===== src/ir_timer_pkg.sv =====
// package of constants for the infrared envelope and receive capture timer
// assumes a single clock domain and an AHB-Lite register bus of 32 bits
//
// Notes on behaviour
// - envelope select 01b or 10b drives envelope pin
// - polarity zero: envelope pin shows modulation bit
// - polarity one: envelope pin shows inverted bit
// - carrier pin modulated at 01b, continuous at 10b
// - receive mode when direction zero, unit enabled
// - edge select picks rising, falling or both
// - counter starts from zero at first event
// - counter ticks per carrier or divided clock
// - later events load modulation bit with level
// - standard receive copies counter into time register
// - reload bit clears counter on each event
// - counter wrap without a same-tick event sets overflow flag, interrupt only with event interrupt enable
// - receive runs until transmit chosen or disabled
// - burst mode counts edges, no capture
// - burst mode flags two carrier periods silent
// - burst mode rising preset time register one
// - burst mode keeps clock select and reload
// - carrier high count plus one, low plus one
// - polarity sets idle level and carrier inversion

package ir_timer_pkg;

   // ----------------------------------------------------------------
   // register byte offsets
   // ----------------------------------------------------------------
   localparam logic [7:0] control_off = 8'h00;
   localparam logic [7:0] carrier_off = 8'h04;
   localparam logic [7:0] modtime_off = 8'h08;
   localparam logic [7:0] value_off = 8'h0c;
   localparam logic [7:0] status_off = 8'h10;

   // ----------------------------------------------------------------
   // control and status field positions
   // ----------------------------------------------------------------
   localparam int unit_enable_pos = 0;
   localparam int direction_select_pos = 1;
   localparam int counter_clock_select_pos = 2;
   localparam int capture_reload_enable_pos = 3;
   localparam int burst_count_mode_pos = 4;
   localparam int transmit_polarity_pos = 5;
   localparam int modulation_bit_pos = 6;
   localparam int event_interrupt_enable_pos = 7;
   localparam int edge_select_lsb = 8;
   localparam int envelope_output_select_lsb = 10;
   localparam int divider_lsb = 12;
   localparam int event_flag_pos = 0;
   localparam int overflow_flag_pos = 1;

   // ----------------------------------------------------------------
   // encodings and reset values
   // ----------------------------------------------------------------
   localparam logic [1:0] env_off = 2'h0;
   localparam logic [1:0] env_modulated = 2'h1;
   localparam logic [1:0] env_continuous = 2'h2;
   localparam logic [1:0] edge_rising = 2'h1;
   localparam logic [1:0] edge_falling = 2'h2;
   localparam logic [1:0] edge_both = 2'h3;
   localparam logic [15:0] control_rst = 16'h0000;
   localparam logic [15:0] carrier_rst = 16'h0000;
   localparam logic [15:0] modtime_rst = 16'h0000;
   localparam logic [15:0] counter_zero = 16'h0000;
   localparam logic [15:0] counter_max = 16'hffff;
   localparam logic [15:0] burst_preset = 16'h0001;
   localparam logic [1:0] silent_periods = 2'h2;
   localparam logic [1:0] htrans_nonseq = 2'h2;

endpackage : ir_timer_pkg


===== src/ir_timer.sv =====
// infrared timer: transmit envelope output and receive edge capture
// assumes an AHB-Lite master on hclk and an asynchronous receive pin
`timescale 1ns/1ps

module ir_timer
   import ir_timer_pkg::*;
(
   input wire logic hclk, // system clock
   input wire logic hresetn, // asynchronous reset, active low
   input wire logic hsel, // slave select
   input wire logic [7:0] haddr, // byte address
   input wire logic [1:0] htrans, // transfer type
   input wire logic hwrite, // write when high
   input wire logic [2:0] hsize, // transfer size
   input wire logic [31:0] hwdata, // write data
   input wire logic hready, // bus ready
   output logic hreadyout, // slave ready
   output logic hresp, // always okay
   output logic [31:0] hrdata, // read data
   input wire logic receive_in_pin, // infrared receiver input
   output logic carrier_out_pin, // carrier output
   output logic envelope_out_pin, // envelope output
   output logic ir_irq // event or overflow request
);

   // ----------------------------------------------------------------
   // register state
   // ----------------------------------------------------------------
   logic [15:0] control_reg, carrier_period_reg;
   logic [15:0] modulator_time_reg, timer_value_counter;
   logic event_flag, overflow_flag, modulation_bit;

   logic unit_enable, direction_select, counter_clock_select;
   logic capture_reload_enable, burst_count_mode, transmit_polarity;
   logic event_interrupt_enable;
   logic [1:0] edge_select, envelope_output_select;
   logic [2:0] divider_sel;

   assign unit_enable = control_reg[unit_enable_pos];
   assign direction_select = control_reg[direction_select_pos];
   assign counter_clock_select = control_reg[counter_clock_select_pos];
   assign capture_reload_enable = control_reg[capture_reload_enable_pos];
   assign burst_count_mode = control_reg[burst_count_mode_pos];
   assign transmit_polarity = control_reg[transmit_polarity_pos];
   assign event_interrupt_enable = control_reg[event_interrupt_enable_pos];
   assign edge_select = control_reg[edge_select_lsb +: 2];
   assign envelope_output_select = control_reg[envelope_output_select_lsb +: 2];
   assign divider_sel = control_reg[divider_lsb +: 3];

   // ----------------------------------------------------------------
   // bus slave
   // ----------------------------------------------------------------
   logic wr_pend_reg, rd_wait_reg, take, wr_strobe;
   logic [7:0] addr_reg;
   logic [31:0] hrdata_reg, read_mux;
   logic [15:0] wdata;

   assign take = hsel & hready & (htrans == htrans_nonseq);
   assign wr_strobe = wr_pend_reg;
   assign wdata = hwdata[15:0];
   assign hresp = 1'b0;
   assign hreadyout = ~rd_wait_reg;
   assign hrdata = hrdata_reg;

   // address phase capture; reads insert one wait cycle
   always_ff @(posedge hclk or negedge hresetn) begin
      if (!hresetn) begin
         wr_pend_reg <= 1'b0;
         rd_wait_reg <= 1'b0;
         addr_reg <= 8'h00;
      end else begin
         if (rd_wait_reg) begin
            rd_wait_reg <= 1'b0;
            wr_pend_reg <= 1'b0;
         end else begin
            wr_pend_reg <= take & hwrite;
            rd_wait_reg <= take & ~hwrite;
            if (take) begin
               addr_reg <= haddr;
            end
         end
      end
   end

   // read multiplexer, unmapped reads return zero
   always_comb begin
      read_mux = 32'h0000_0000;
      case (addr_reg)
         control_off: begin
            read_mux[15:0] = control_reg;
            read_mux[modulation_bit_pos] = modulation_bit;
         end
         carrier_off: read_mux[15:0] = carrier_period_reg;
         modtime_off: read_mux[15:0] = modulator_time_reg;
         value_off: read_mux[15:0] = timer_value_counter;
         status_off: begin
            read_mux[event_flag_pos] = event_flag;
            read_mux[overflow_flag_pos] = overflow_flag;
         end
         default: read_mux = 32'h0000_0000;
      endcase
   end

   // read data taken in the wait cycle
   always_ff @(posedge hclk or negedge hresetn) begin
      if (!hresetn) begin
         hrdata_reg <= 32'h0000_0000;
      end else if (rd_wait_reg) begin
         hrdata_reg <= read_mux;
      end
   end

   // control and carrier registers
   always_ff @(posedge hclk or negedge hresetn) begin
      if (!hresetn) begin
         control_reg <= control_rst;
         carrier_period_reg <= carrier_rst;
      end else if (wr_strobe) begin
         if (addr_reg == control_off) begin
            control_reg <= wdata;
         end
         if (addr_reg == carrier_off) begin
            carrier_period_reg <= wdata;
         end
      end
   end

   // ----------------------------------------------------------------
   // mode decode
   // ----------------------------------------------------------------
   logic tx_active, rx_active, tx_active_q, burst_q;
   logic tx_start, burst_rise;

   assign tx_active = unit_enable & direction_select;
   assign rx_active = unit_enable & ~direction_select;
   assign tx_start = tx_active & ~tx_active_q;
   assign burst_rise = burst_count_mode & ~burst_q;

   // previous mode levels for start detection
   always_ff @(posedge hclk or negedge hresetn) begin
      if (!hresetn) begin
         tx_active_q <= 1'b0;
         burst_q <= 1'b0;
      end else begin
         tx_active_q <= tx_active;
         burst_q <= burst_count_mode;
      end
   end

   // ----------------------------------------------------------------
   // prescaler and carrier generator
   // ----------------------------------------------------------------
   logic [6:0] div_cnt_reg, div_limit;
   logic [15:0] carrier_lat_reg;
   logic [7:0] phase_cnt_reg, phase_limit;
   logic div_tick, phase_high_reg, carrier_tick, count_tick;

   assign div_limit = 7'((8'h01 << divider_sel) - 8'h01);
   assign div_tick = unit_enable & (div_cnt_reg == div_limit);
   assign phase_limit = phase_high_reg ? carrier_lat_reg[15:8]
                                       : carrier_lat_reg[7:0];
   assign carrier_tick = div_tick & ~phase_high_reg &
                         (phase_cnt_reg == phase_limit);
   assign count_tick = counter_clock_select ? div_tick : carrier_tick;

   // divided input clock
   always_ff @(posedge hclk or negedge hresetn) begin
      if (!hresetn) begin
         div_cnt_reg <= 7'h00;
      end else if (!unit_enable || div_tick) begin
         div_cnt_reg <= 7'h00;
      end else begin
         div_cnt_reg <= div_cnt_reg + 7'h01;
      end
   end

   // high for high count plus one, low for low count plus one
   always_ff @(posedge hclk or negedge hresetn) begin
      if (!hresetn) begin
         phase_cnt_reg <= 8'h00;
         phase_high_reg <= 1'b1;
      end else if (!unit_enable || tx_start) begin
         phase_cnt_reg <= 8'h00;
         phase_high_reg <= 1'b1;
      end else if (div_tick) begin
         if (phase_cnt_reg == phase_limit) begin
            phase_cnt_reg <= 8'h00;
            phase_high_reg <= ~phase_high_reg;
         end else begin
            phase_cnt_reg <= phase_cnt_reg + 8'h01;
         end
      end
   end

   // ----------------------------------------------------------------
   // receive pin synchroniser and edge qualifier
   // ----------------------------------------------------------------
   logic rx_s1, rx_s2, rx_s3, rx_level;
   logic rx_change, rx_rise, rx_fall, qual_edge;

   always_ff @(posedge hclk or negedge hresetn) begin
      if (!hresetn) begin
         rx_s1 <= 1'b0;
         rx_s2 <= 1'b0;
         rx_s3 <= 1'b0;
         rx_level <= 1'b0;
      end else begin
         rx_s1 <= receive_in_pin;
         rx_s2 <= rx_s1;
         rx_s3 <= rx_s2;
         if (rx_s2 == rx_s3) begin
            rx_level <= rx_s3;
         end
      end
   end

   assign rx_change = (rx_s2 == rx_s3) & (rx_s3 != rx_level);
   assign rx_rise = rx_change & rx_s3;
   assign rx_fall = rx_change & ~rx_s3;

   // pick qualifying transitions
   always_comb begin
      case (edge_select)
         edge_rising: qual_edge = rx_rise;
         edge_falling: qual_edge = rx_fall;
         edge_both: qual_edge = rx_change;
         default: qual_edge = 1'b0;
      endcase
   end

   // ----------------------------------------------------------------
   // receive sequencing
   // ----------------------------------------------------------------
   typedef enum logic [1:0] {rx_idle, rx_wait_first, rx_run} rx_state_t;
   rx_state_t rx_state_reg;
   logic rx_event, rx_first, silent_hit;
   logic [1:0] silent_cnt_reg;

   assign rx_first = (rx_state_reg == rx_wait_first) & qual_edge;
   assign rx_event = (rx_state_reg == rx_run) & qual_edge;
   assign silent_hit = rx_active & burst_count_mode & carrier_tick &
                       (rx_state_reg == rx_run) & ~qual_edge &
                       (silent_cnt_reg == silent_periods);

   // receive state machine
   always_ff @(posedge hclk or negedge hresetn) begin
      if (!hresetn) begin
         rx_state_reg <= rx_idle;
      end else begin
         case (rx_state_reg)
            rx_idle: begin
               if (rx_active) begin
                  rx_state_reg <= rx_wait_first;
               end
            end
            rx_wait_first: begin
               if (!rx_active) begin
                  rx_state_reg <= rx_idle;
               end else if (qual_edge) begin
                  rx_state_reg <= rx_run;
               end
            end
            rx_run: begin
               if (!rx_active) begin
                  rx_state_reg <= rx_idle;
               end
            end
            default: rx_state_reg <= rx_idle;
         endcase
      end
   end

   // carrier periods without an edge, counted once per space
   always_ff @(posedge hclk or negedge hresetn) begin
      if (!hresetn) begin
         silent_cnt_reg <= 2'h0;
      end else if (qual_edge || !rx_active) begin
         silent_cnt_reg <= 2'h0;
      end else if (carrier_tick && !(&silent_cnt_reg)) begin
         silent_cnt_reg <= silent_cnt_reg + 2'h1;
      end
   end

   // ----------------------------------------------------------------
   // timer value counter
   // ----------------------------------------------------------------
   logic tx_reload, rx_wrap;

   assign tx_reload = tx_active & ~tx_start & count_tick &
                      (timer_value_counter == counter_zero);
   assign rx_wrap = (rx_state_reg == rx_run) & count_tick & ~rx_event &
                    (timer_value_counter == counter_max);

   // down count in transmit, up count in receive
   always_ff @(posedge hclk or negedge hresetn) begin
      if (!hresetn) begin
         timer_value_counter <= counter_zero;
      end else if (tx_start || tx_reload) begin
         timer_value_counter <= modulator_time_reg;
      end else if (tx_active && count_tick) begin
         timer_value_counter <= timer_value_counter - 16'h0001;
      end else if (rx_active) begin
         if (rx_first) begin
            timer_value_counter <= counter_zero;
         end else if (rx_event && capture_reload_enable) begin
            timer_value_counter <= counter_zero;
         end else if (rx_state_reg == rx_run && count_tick) begin
            timer_value_counter <= timer_value_counter + 16'h0001;
         end
      end
   end

   // ----------------------------------------------------------------
   // modulator time register and modulation bit
   // ----------------------------------------------------------------
   always_ff @(posedge hclk or negedge hresetn) begin
      if (!hresetn) begin
         modulator_time_reg <= modtime_rst;
      end else if (burst_rise) begin
         modulator_time_reg <= burst_preset;
      end else if (rx_event && burst_count_mode) begin
         modulator_time_reg <= modulator_time_reg + 16'h0001;
      end else if (rx_event) begin
         modulator_time_reg <= timer_value_counter;
      end else if (wr_strobe && addr_reg == modtime_off) begin
         modulator_time_reg <= wdata;
      end
   end

   // hardware load on receive events wins over software
   always_ff @(posedge hclk or negedge hresetn) begin
      if (!hresetn) begin
         modulation_bit <= 1'b0;
      end else if (rx_event) begin
         modulation_bit <= rx_rise;
      end else if (wr_strobe && addr_reg == control_off) begin
         modulation_bit <= wdata[modulation_bit_pos];
      end
   end

   // ----------------------------------------------------------------
   // status flags, write one to clear, setting wins
   // ----------------------------------------------------------------
   logic event_set, clr_event, clr_over;

   assign event_set = tx_reload |
                      (rx_event & ~burst_count_mode) | silent_hit;
   assign clr_event = wr_strobe & (addr_reg == status_off) &
                      wdata[event_flag_pos];
   assign clr_over = wr_strobe & (addr_reg == status_off) &
                     wdata[overflow_flag_pos];

   always_ff @(posedge hclk or negedge hresetn) begin
      if (!hresetn) begin
         event_flag <= 1'b0;
         overflow_flag <= 1'b0;
      end else begin
         if (event_set) begin
            event_flag <= 1'b1;
         end else if (clr_event) begin
            event_flag <= 1'b0;
         end
         if (rx_wrap) begin
            overflow_flag <= 1'b1;
         end else if (clr_over) begin
            overflow_flag <= 1'b0;
         end
      end
   end

   assign ir_irq = event_interrupt_enable & (event_flag | overflow_flag);

   // ----------------------------------------------------------------
   // transmit sampling and pin outputs
   // ----------------------------------------------------------------
   logic data_lat_reg, pol_lat_reg, carrier_wave;
   logic carrier_next, envelope_next, carrier_pin_reg, envelope_pin_reg;

   // carrier, bit and polarity sampled at each interval boundary
   always_ff @(posedge hclk or negedge hresetn) begin
      if (!hresetn) begin
         carrier_lat_reg <= carrier_rst;
         data_lat_reg <= 1'b0;
         pol_lat_reg <= 1'b0;
      end else if (!tx_active || tx_start || tx_reload) begin
         carrier_lat_reg <= carrier_period_reg;
         data_lat_reg <= modulation_bit;
         pol_lat_reg <= transmit_polarity;
      end
   end

   assign carrier_wave = phase_high_reg ^ pol_lat_reg;

   always_comb begin
      carrier_next = 1'b0;
      envelope_next = 1'b0;
      if (tx_active && !tx_start) begin
         envelope_next = data_lat_reg ^ pol_lat_reg;
         case (envelope_output_select)
            env_continuous: carrier_next = carrier_wave;
            default: carrier_next = data_lat_reg ? carrier_wave
                                                 : pol_lat_reg;
         endcase
         if (envelope_output_select == env_off ||
             envelope_output_select == edge_both) begin
            envelope_next = 1'b0;
         end
      end else if (unit_enable) begin
         carrier_next = transmit_polarity;
      end
   end

   // registered pin drivers
   always_ff @(posedge hclk or negedge hresetn) begin
      if (!hresetn) begin
         carrier_pin_reg <= 1'b0;
         envelope_pin_reg <= 1'b0;
      end else begin
         carrier_pin_reg <= carrier_next;
         envelope_pin_reg <= envelope_next;
      end
   end

   assign carrier_out_pin = carrier_pin_reg;
   assign envelope_out_pin = envelope_pin_reg;

   logic unused_ok;
   assign unused_ok = ^{hsize, hwdata[31:16]};

endmodule : ir_timer


===== config.mk =====
export PLATFORM = sky130hd
export DESIGN_NAME = ir_timer
export DESIGN_NICKNAME = d
export VERILOG_FILES = /design/src/ir_timer_pkg.sv /design/src/ir_timer.sv
export SDC_FILE = /design/constraint.sdc
export NUM_CORES = 1
export LEC_CHECK = 0
export ABC_AREA = 1
export BUFFER_PORTS_ARGS = -buffer_cell sky130_fd_sc_hd__buf_2
export CAP_MARGIN = 20
export CORE_MARGIN = 10
export CORE_UTILIZATION = 60
export CTS_BUF_LIST = sky130_fd_sc_hd__clkbuf_4 sky130_fd_sc_hd__clkbuf_8
export DETAILED_ROUTE_END_ITERATION = 8
export PLACE_DENSITY_LB_ADDON = 0.1
export SYNTH_ARGS = -nofsm -noshare
export SYNTH_HDL_FRONTEND = slang
export SYNTH_SLANG_ARGS = --single-unit

===== constraint.sdc =====
create_clock -name hclk -period 3.7 [get_ports hclk]
set_clock_uncertainty 0.2 [all_clocks]
set_input_delay 0.925 -clock hclk [delete_from_list [all_inputs] [get_ports hclk]]
set_output_delay 0.925 -clock hclk [all_outputs]
set_load 0.05 [all_outputs]

# ---- Word level (Yosys, flattened, before mapping)
# Cells that the tools add are included.
dict set report totals {
  word_cells 187
  romBits 0
  out_inout_bits 37
  mem_bits_rw 0
  reg_bits 139
  latchBits 0
  memories 0
}
dict set report classes {
  n_addsub 7
  muxes 43
  n_bitwise 48
  shift 1
  n_lt_le_gt_ge 0
  eq_ne 21
  multipliers 0
  n_reduce_logical 40
  div 0
}
# cell n
set ops {}
lappend ops {{two-way mux 16 bit} 10}
lappend ops {{one-hot mux 14 bit (4 select lines)} 1}
lappend ops {{adder 16 x 1 -> 16 bit, second input constant} 2}
lappend ops {{AND 1 bit} 32}
lappend ops {{two-way mux 8 bit} 4}
lappend ops {{two-way mux 1 bit} 18}
lappend ops {{== test 16 bit, second input constant} 1}
lappend ops {{== test 8 x 4 -> 1 bit, second input constant} 2}
lappend ops {{logical NOT 16 bit} 1}
lappend ops {{subtractor 16 x 1 -> 16 bit, second input constant} 1}
lappend ops {{== test 2 bit, second input constant} 7}
lappend ops {{two-way mux 2 bit} 6}
lappend ops {{AND reduction 2 bit} 6}
lappend ops {{nonzero test 2 bit} 6}
lappend ops {{NOT 1 bit} 11}
lappend ops {{one-hot mux 2 bit (5 select lines)} 1}
lappend ops {{adder 8 x 1 -> 8 bit, second input constant} 1}
lappend ops {{== test 8 x 3 -> 1 bit, second input constant} 1}
lappend ops {{== test 8 x 5 -> 1 bit, second input constant} 1}
lappend ops {{== test 8 bit} 1}
lappend ops {{logical AND 1 bit} 8}
lappend ops {{logical NOT 8 bit} 1}
lappend ops {{adder 7 x 1 -> 7 bit, second input constant} 1}
lappend ops {{== test 7 bit} 1}
lappend ops {{20 further kinds} 36}

# ---- Logic depth before layout (Yosys ltp)
# Gate-level depths: netlist of run 1.
dict set report depth {
  ltp_word 14
  ltp_mapped 21
  ltp_nobuf 19
}

# ---- Least setup slack after synthesis of run 1
# Ideal clock, no wire load.
dict set report synth_path {
  path_type {flip-flop to flip-flop}
  startpoint {register control_reg[14]}
  endpoint {register carrier_lat_reg[15]}
  required_time_ns 3.372
  setup_slack_ns 0.953
  stages_incl_launch_ff 18
  setup_time_ns 0.128
  path_buffers 2
  arrival_time_ns 2.419
  cell_sequence {dfrtp_1 -> buf_6 -> nor2_2 -> nand2_1 -> ha_1 -> nand2_1 -> inv_1 -> nor2_1 -> nand2_1 -> nor2_1 -> nand2_1 -> nor2_2 -> nand3_2 -> nor2_4 -> nand3_4 -> nand2_2 -> buf_4 -> mux2_1}
}
dict set report synth_via {
  elab_chain_len 10
}
# element line
set synth_lines {}
lappend synth_lines {{start: declaration} ir_timer.sv:29} ;# logic [15:0] control_reg, carrier_period_reg;
lappend synth_lines {{start signal: assignment} ir_timer.sv:116} ;# control_reg <= control_rst;
lappend synth_lines {{start signal: assignment} ir_timer.sv:120} ;# control_reg <= wdata;
lappend synth_lines {{left shift 1 x 3 -> 7 bit *} ir_timer.sv:158} ;# assign div_limit = 7'((8'h01 << divider_sel) - 8'h01);
lappend synth_lines {{subtractor 7 x 1 -> 7 bit *} ir_timer.sv:158}
lappend synth_lines {{== test 7 bit *} ir_timer.sv:159} ;# assign div_tick = unit_enable & (div_cnt_reg == div_limit);
lappend synth_lines {{AND 1 bit *} ir_timer.sv:159}
lappend synth_lines {{AND 1 bit (2 in series)} ir_timer.sv:162} ;# assign carrier_tick = div_tick & ~phase_high_reg &
lappend synth_lines {{two-way mux 1 bit *} ir_timer.sv:164} ;# assign count_tick = counter_clock_select ? div_tick : carrier_tick;
lappend synth_lines {{AND 1 bit * (2 in series)} ir_timer.sv:289} ;# assign tx_reload = tx_active & ~tx_start & count_tick &
lappend synth_lines {{logical OR 1 bit *} ir_timer.sv:385} ;# end else if (!tx_active || tx_start || tx_reload) begin
lappend synth_lines {{end signal: assignment} ir_timer.sv:382} ;# carrier_lat_reg <= carrier_rst;
lappend synth_lines {{end signal: assignment} ir_timer.sv:386} ;# carrier_lat_reg <= carrier_period_reg;
lappend synth_lines {{end: declaration} ir_timer.sv:154} ;# logic [15:0] carrier_lat_reg;
# Mark *: on every way between the ends. The rest lies on a longest branch, timed or not.
# A chain may end at the register's enable or synchronous reset.

# ---- Final worst setup path of run 1
dict set report layout_path {
  startpoint {register control_reg[14]}
  endpoint {register carrier_lat_reg[12]}
}
# Same word-level chain as after synthesis.

==> results.yml, run 1 <==
route:
  drtAntennaViolNets: 0
  routedWlPerCell_um: 17.4
  wl_mm: 22.5
  drc: 0
  drt_iter0_markers: 805
  first_pass_iters: 6
  vias: 7300
  via_per_inst: 5.64
worst_setup_path:
  crit_path_start_kind: "register"
  cp_top_family: "simple AND/OR/NAND/NOR gates"
  crit_fanout: 24
  slowest_delay_ns: 0.52
  crit_path_end_kind: "register"
  cp.required_ns: 3.85
  critPathBufInv: 1
  worstPathCellList: "nor2_2, nand2_1, ha_1, nand2_1, inv_1, nor2_1, nand2_1, nor2_1, nand2_1, nor2_2, nand3_2, nor2_4, nand3_4, nand2_2, mux2_2"
  critPathMostFrequentCell: "nand2_1"
  slowest_stage: "dfrtp_1"
  crit_type: "reg -> reg"
  crit_arrival_ns: 3.39
grt:
  grt_pass1_vias: 6849
  grt_pass1_wl_mm: 36.5
  grt.overflow.total: 0
  grt_start_max_net_pins: 71
  antenna_found_initial: 0
  gr-usage-all-layers_pct: 25.2
pwr:
  p_seq_share_pct: 42.4
  swShare_pct: 39.6
  intPower_mw: 2.96
  clock_power_share_pct: 24.6
  pwr_density_cell_nw_per_um2: 559
  vdd_drop_max_mv: 0.488
  combPwrFrac_pct: 33.0
  p_leak_nw: 4.39
  p_sw_mw: 1.94
floorplanning:
  rows: 42
  initial_core_util_pct: 60.9
  fp.dieH_um: 136
  io_pins: 88
  core-area_um2: 13200
  design.die.area_um2: 18400
  die_x_um: 136
timing:
  slew_viol_final: 0
  fmax_ghz: 0.308
  slew_headroom_pct: 33.3
  tightestPinTransition_ns: 0.998
  setup_violations: 0
  rsz0062_at_grt: "false"
  finalCriticalPeriod_ns: 3.25
  hold_slack_ns: 0.159
  timing.final.crit_share_pct: 87.7
  tns_ns: 0
  setup_slack_ns: 0.454
  hold_viol_final: 0
synthesis:
  synth_top_family_by_area: "simple AND/OR/NAND/NOR gates"
  synth_compound_area_share_pct: 11.7
  synth_area_um2: 8040
  synthAdderAreaFrac_pct: 1.40
  synthXorXnorAreaFrac_pct: 3.92
  syn_avg_cell_area_um2: 7.58
  ys_types: 43
  synth-simple-area-share_pct: 27.5
  async_reset_ff_share_pct: 100
  synthCells: 1060
  ys.flop_type: "dfrtp_1"
  synth-edff-count: 0
  yosys_register_bits: 138
  yosys_warnings: 0
  muxShareOfSynthArea_pct: 1.82
  yosysSeqAreaShare_pct: 43.0
cts:
  cts_tree: "built"
  clkTransAtPathRegs_ns: 0.07
  cts_hold_buf: 0
  cts_buffers: 17
  cts.sinks: 138
  worstSkewPairLatency_ns: 0.47
  clockBufferDepth: 2
  cts-root-buf: "clkbuf_8"
  htree_levels: 4
  ctsResizeCount: 0
  cts_setup_buffers: 0
cells_and_area:
  diodes: 0
  fin_cells: 1295
  nNetsFinal: 1168
  fin_util_pct: 66.4
  drive_above_1_share_pct: 11.3
  area_growth_pct: 9.03
outcome:
  status: "completed"
run:
  cap_violations: 0
placement:
  port_buffers: 51
  dpl.cell_count: 1265
  gp_congestion: 1.01
  dp_hpwl_mm: 16.8
  dp_worst_setup_slack_ns: 0.469
worst_hold_path:
  min_path_type: "reg -> reg"
-- per-stage QoR --
| step | area (um^2) | power [mW] |
|---|---|---|
| after CTS | 8760 | 4.88 |
| after detailed placement | 8390 | 3.69 |
| after global placement | 8390 | 3.66 |
| after global routing | 8760 | 5.20 |
| after floorplan | 8100 | 3.25 |
| final | 8760 | 4.90 |
-- cells by family (layout without fill, tap and decap cells) --
group | after synthesis | count (layout)
flip-flops | 138 | 138
XOR/XNOR | 36 | 36
multiplexers | 13 | 13
AND/OR/NAND/NOR | 504 | 504
buffers and inverters | 197 | 240
other | 1 | 17
adder cells (fa/ha/maj) | 9 | 9
AO/OA/AOI/OAI | 162 | 162
-- power by group through the flow --
stage,logic (mW),clock network [mW],registers (mW)
final,1.62,1.21,2.08
after global routing,1.81,1.28,2.11
after CTS,1.60,1.21,2.07
after detailed placement,1.59,0,2.09
after global placement,1.57,0,2.09
after floorplan,1.19,0,2.06
-- synthesized netlist by cell type (2+ instances only) --
| cell | count | area share (%) |
|---|---|---|
| nand4_1 | 10 | 0.78 |
| inv_1 | 134 | 6.3 |
| nor3_1 | 29 | 1.8 |
| nor3_2 | 2 | 0.25 |
| buf_6 | 5 | 0.70 |
| nor2_1 | 61 | 2.8 |
| nor2_2 | 4 | 0.31 |
| a221oi_1 | 4 | 0.44 |
| clkbuf_1 | 22 | 1.0 |
| mux2_1 | 8 | 1.1 |
| a22oi_1 | 6 | 0.56 |
| ha_1 | 9 | 1.4 |
| a21oi_1 | 16 | 1.0 |
| nor3b_1 | 2 | 0.19 |
| o21ai_0 | 90 | 5.6 |
| dfrtp_1 | 137 | 43 |
| o22ai_1 | 27 | 2.1 |
| mux2_2 | 5 | 0.70 |
| inv_2 | 9 | 0.42 |
| xnor2_1 | 4 | 0.44 |
| buf_1 | 2 | 0.093 |
| o211ai_1 | 2 | 0.19 |
| buf_2 | 6 | 0.37 |
| nand3_1 | 104 | 6.5 |
| o221ai_1 | 8 | 0.87 |
| nand2_2 | 2 | 0.16 |
| nand3_2 | 3 | 0.37 |
| nand2_1 | 273 | 13 |
| xor2_1 | 32 | 3.5 |
| a22o_1 | 4 | 0.44 |
| buf_4 | 19 | 1.8 |
| nand2_4 | 2 | 0.28 |
| nor4_1 | 2 | 0.16 |
| nand3b_1 | 8 | 0.75 |
-- worst paths after layout --
| kind | from | endpoint | slack [ns] | cells after the start |
|---|---|---|---|---|
| worst max-delay path | control_reg[14]$_DFFE_PN0P_ | carrier_lat_reg[12]$_DFFE_PN0P_ | 0.45 | 15 |
| worst min-delay path | rx_s1$_DFF_PN0_ | rx_s2$_DFF_PN0_ | 0.16 | 0 |
| worst max register to register | control_reg[14]$_DFFE_PN0P_ | carrier_lat_reg[12]$_DFFE_PN0P_ | 0.45 | 15 |
| worst min register to register | rx_s1$_DFF_PN0_ | rx_s2$_DFF_PN0_ | 0.16 | 0 |
| max in group asynchronous | hresetn | timer_value_counter[0]$_DFFE_PN0P_ | 2.28 | 2 |
| min in group asynchronous | hresetn | div_cnt_reg[0]$_DFF_PN0_ | 0.27 | 1 |
-- final cells by class --
type / count / area, um^2
Fill cell: 1175 / 4430
Multi-Input combinational cell: 741 / 3790
Sequential cell: 138 / 3450
Inverter: 143 / 537
Timing Repair Buffer: 67 / 394
Clock buffer: 21 / 270
Tap cell: 176 / 220
Clock inverter: 9 / 100
-- cells in the final DEF (no fill, tap or decap), types with 18 or more instances in the layout --
master and instances:
buf_2 50, clkbuf_8 18, dfrtp_1 137, inv_1 134, nand2_1 273, nand3_1 104
nor2_1 61, nor3_1 29, o21ai_0 90, o22ai_1 27, xor2_1 32
-- layer usage --
layer | up-vias | track usage (%) | part of all wire [%]
met2 | 317 | 39.6 | 47
met5 | - | 0 | 0
met4 | 0 | 9.21 | 3.2
li1 | 3540 | - | -
met1 | 3395 | 33.2 | 41
met3 | 48 | 5.82 | 8.3
Note: power is estimated with default switching activity, not from simulation.
==> run 2, diff against run 1 <==
--- a/config.mk
+++ b/config.mk
@@ -13,4 +13,5 @@
 export CTS_BUF_LIST = sky130_fd_sc_hd__clkbuf_4 sky130_fd_sc_hd__clkbuf_8
 export DETAILED_ROUTE_END_ITERATION = 8
+export HOLD_SLACK_MARGIN = 0.08
 export PLACE_DENSITY_LB_ADDON = 0.1
 export SYNTH_ARGS = -nofsm -noshare
==> constraint.sdc (replaced) <==
create_clock -name hclk -period 3.7 [get_ports hclk]
set_clock_uncertainty 0.2 [all_clocks]
set_input_delay 0 -clock hclk [delete_from_list [all_inputs] [get_ports hclk]]
set_output_delay 0 -clock hclk [all_outputs]
set_load 0.05 [all_outputs]
==> run 2 against run 1 <==
Effect of this change: die area unchanged; via count up 3.2%; worst hold slack worse by 0.055 ns; worst setup slack worse by 0.023 ns; critical endpoint is now timer_value_counter[1]$_DFFE_PN0P_; highest routed layer unchanged.
==> results.yml, run 2 (synthesis results as in run 1) <==
floorplanning:
  core-area_um2: 13200
  fp.dieH_um: 136
  die_x_um: 136
  io_pins: 88
  design.die.area_um2: 18400
  initial_core_util_pct: 60.9
  rows: 42
worst_setup_path:
  reg2reg_slack_ns: 0.43
  crit_fanout: 17
  crit_type: "reg -> reg"
  critPathBufInv: 2
  crit_path_start_kind: "register"
  crit_path_end_kind: "register"
  cp.required_ns: 3.89
  critPathMostFrequentCell: "nand2_1"
  cp_top_family: "simple AND/OR/NAND/NOR gates"
  worstPathCellList: "nor2_2, nand2_1, ha_1, nand2_1, inv_1, nor2_1, nand2_1, nor2_1, nand2_1, nor2_2, nand3_2, nor2_4, nand3_2, nand3_2, inv_2, nand2_4, nand3_1, nand2_1"
  slowest_stage: "dfrtp_1"
  slowest_delay_ns: 0.52
  crit_arrival_ns: 3.46
cells_and_area:
  multiInputGateArea_um2: 3790
  drive_above_1_share_pct: 11.0
  area_growth_pct: 15.3
  layout_common_cells: "nand2_1 (273), dfrtp_1 (137), inv_1 (134), nand3_1 (104), o21ai_0 (90)"
  fillers: 1115
  diodes: 0
  nNetsFinal: 1207
  final_common_cell: "nand2_1"
  finalInstanceArea_um2: 9260
  seq_area_um2: 3450
timing:
  slew_headroom_pct: 33.7
  setup_violations: 0
  slew_viol_final: 0
  tns_ns: 0
  timing.final.crit_share_pct: 88.3
  hold_viol_final: 0
  fmax_ghz: 0.306
  tightestPinTransition_ns: 0.992
  rsz0062_at_grt: "false"
  finalCriticalPeriod_ns: 3.27
cts:
  cts.sinks: 138
  clkTransAtPathRegs_ns: 0.08
  cts_tree: "built"
  worstSkewPairLatency_ns: 0.46
  clockBufferDepth: 2
  htree_levels: 4
  cts-root-buf: "clkbuf_8"
  cts_setup_buffers: 0
  cts_buffers: 17
  ctsResizeCount: 0
route:
  drtAntennaViolNets: 0
  vias: 7535
  routedWlPerCell_um: 17.5
  first_pass_iters: 6
  wl_mm: 23.4
  drc: 0
  via_per_inst: 5.64
  drt_iter0_markers: 737
placement:
  dp_hpwl_mm: 16.7
  port_buffers: 51
  dpl-instance-area_um2: 8360
  gp_congestion: 0.978
grt:
  grt_pass1_vias: 7331
  antenna_found_initial: 0
  grt.overflow.total: 0
  grt_start_max_net_pins: 75
  gr-usage-all-layers_pct: 26.3
  grt_pass1_wl_mm: 38.3
outcome:
  status: "completed"
run:
  cap_violations: 0
pwr:
  pwr_density_cell_nw_per_um2: 561
  power_mw: 5.20
  vdd_drop_max_mv: 0.419
  p_leak_nw: 4.61
worst_hold_path:
  min_path_type: "in -> reg"
## run 2: changes by cell type in the layout (fill, tap and decap cells not counted)
cell,delta
buf_12,-1
buf_4,-1
clkinv_2,-4
clkinv_4,+4
clkbuf_4,-2
clkbuf_8,+4
clkinvlp_4,-2
buf_16,+1
bufinv_16,+2
dlygate4sd3_1,+40
## run 2: repair_timing
item                                   4_1_cts  5_1_grt
endpoints found under the hold margin      198        0
hold buffers                                41        0
setup endpoints to repair                    0        0
## run 2: worst paths after layout
path	from	end	cells after the start
min in group asynchronous	hresetn	hrdata[12]$_DFFE_PN0P_	4
hold / removal	haddr[6]	addr_reg[6]$_DFFE_PN0P_	4
hold reg to reg	rx_s1$_DFF_PN0_	rx_s2$_DFF_PN0_	0
max in group asynchronous	hresetn	phase_high_reg$_DFFE_PN1P_	4
setup reg to reg	control_reg[14]$_DFFE_PN0P_	timer_value_counter[1]$_DFFE_PN0P_	18
setup / recovery	control_reg[14]$_DFFE_PN0P_	timer_value_counter[1]$_DFFE_PN0P_	18
## run 2: worst min-delay path, delay by kind of cell
family / cells / cell delay [ns]
compound gates: 1 / 0.08
buf+inv: 2 / 0.60
simple gates: 1 / 0.04
## run 2: metrics by stage
stage | util (%) | setup WS [ns] | cells | hold WS [ns]
CTS | 70.2 | 0.448 | 1336 | 0.0969
finish | 70.2 | 0.432 | 1336 | 0.104
global route | 70.2 | 0.0219 | 1336 | 0.125
detailed placement | 63.4 | 0.484 | 1263 | -0.125
global placement | 63.4 | 0.525 | 1263 | -0.128
floorplan | - | 0.953 | 1076 | -0.496
## run 2: per-layer routing
metal	vias to the layer above	global-route usage [%]	routed length [um]
li1	3605	-	-
met1	3540	33.5	9610
met2	311	40.9	11000
met3	79	6.05	1670
met4	0	13.8	1190
met5	-	0	0
## run 2: power breakdown
group / switching (mW) / total [mW] / internal [mW] / leakage [nW]
clock network: 0.613 / 1.45 / 0.836 / 0.240
logic: 1.09 / 1.68 / 0.592 / 2.82
registers: 0.285 / 2.06 / 1.78 / 1.55
total: 1.99 / 5.20 / 3.21 / 4.61
## run 2: area by class of cell
| type | instances | area share [%] |
|---|---|---|
| clock buffer | 23 | 3.35 |
| inverter | 143 | 5.79 |
| tap | 176 | 2.38 |
| clock inverter | 9 | 1.73 |
| timing repair buffer | 106 | 8.58 |
| multi-input combinational | 741 | 40.9 |
| sequential | 138 | 37.3 |
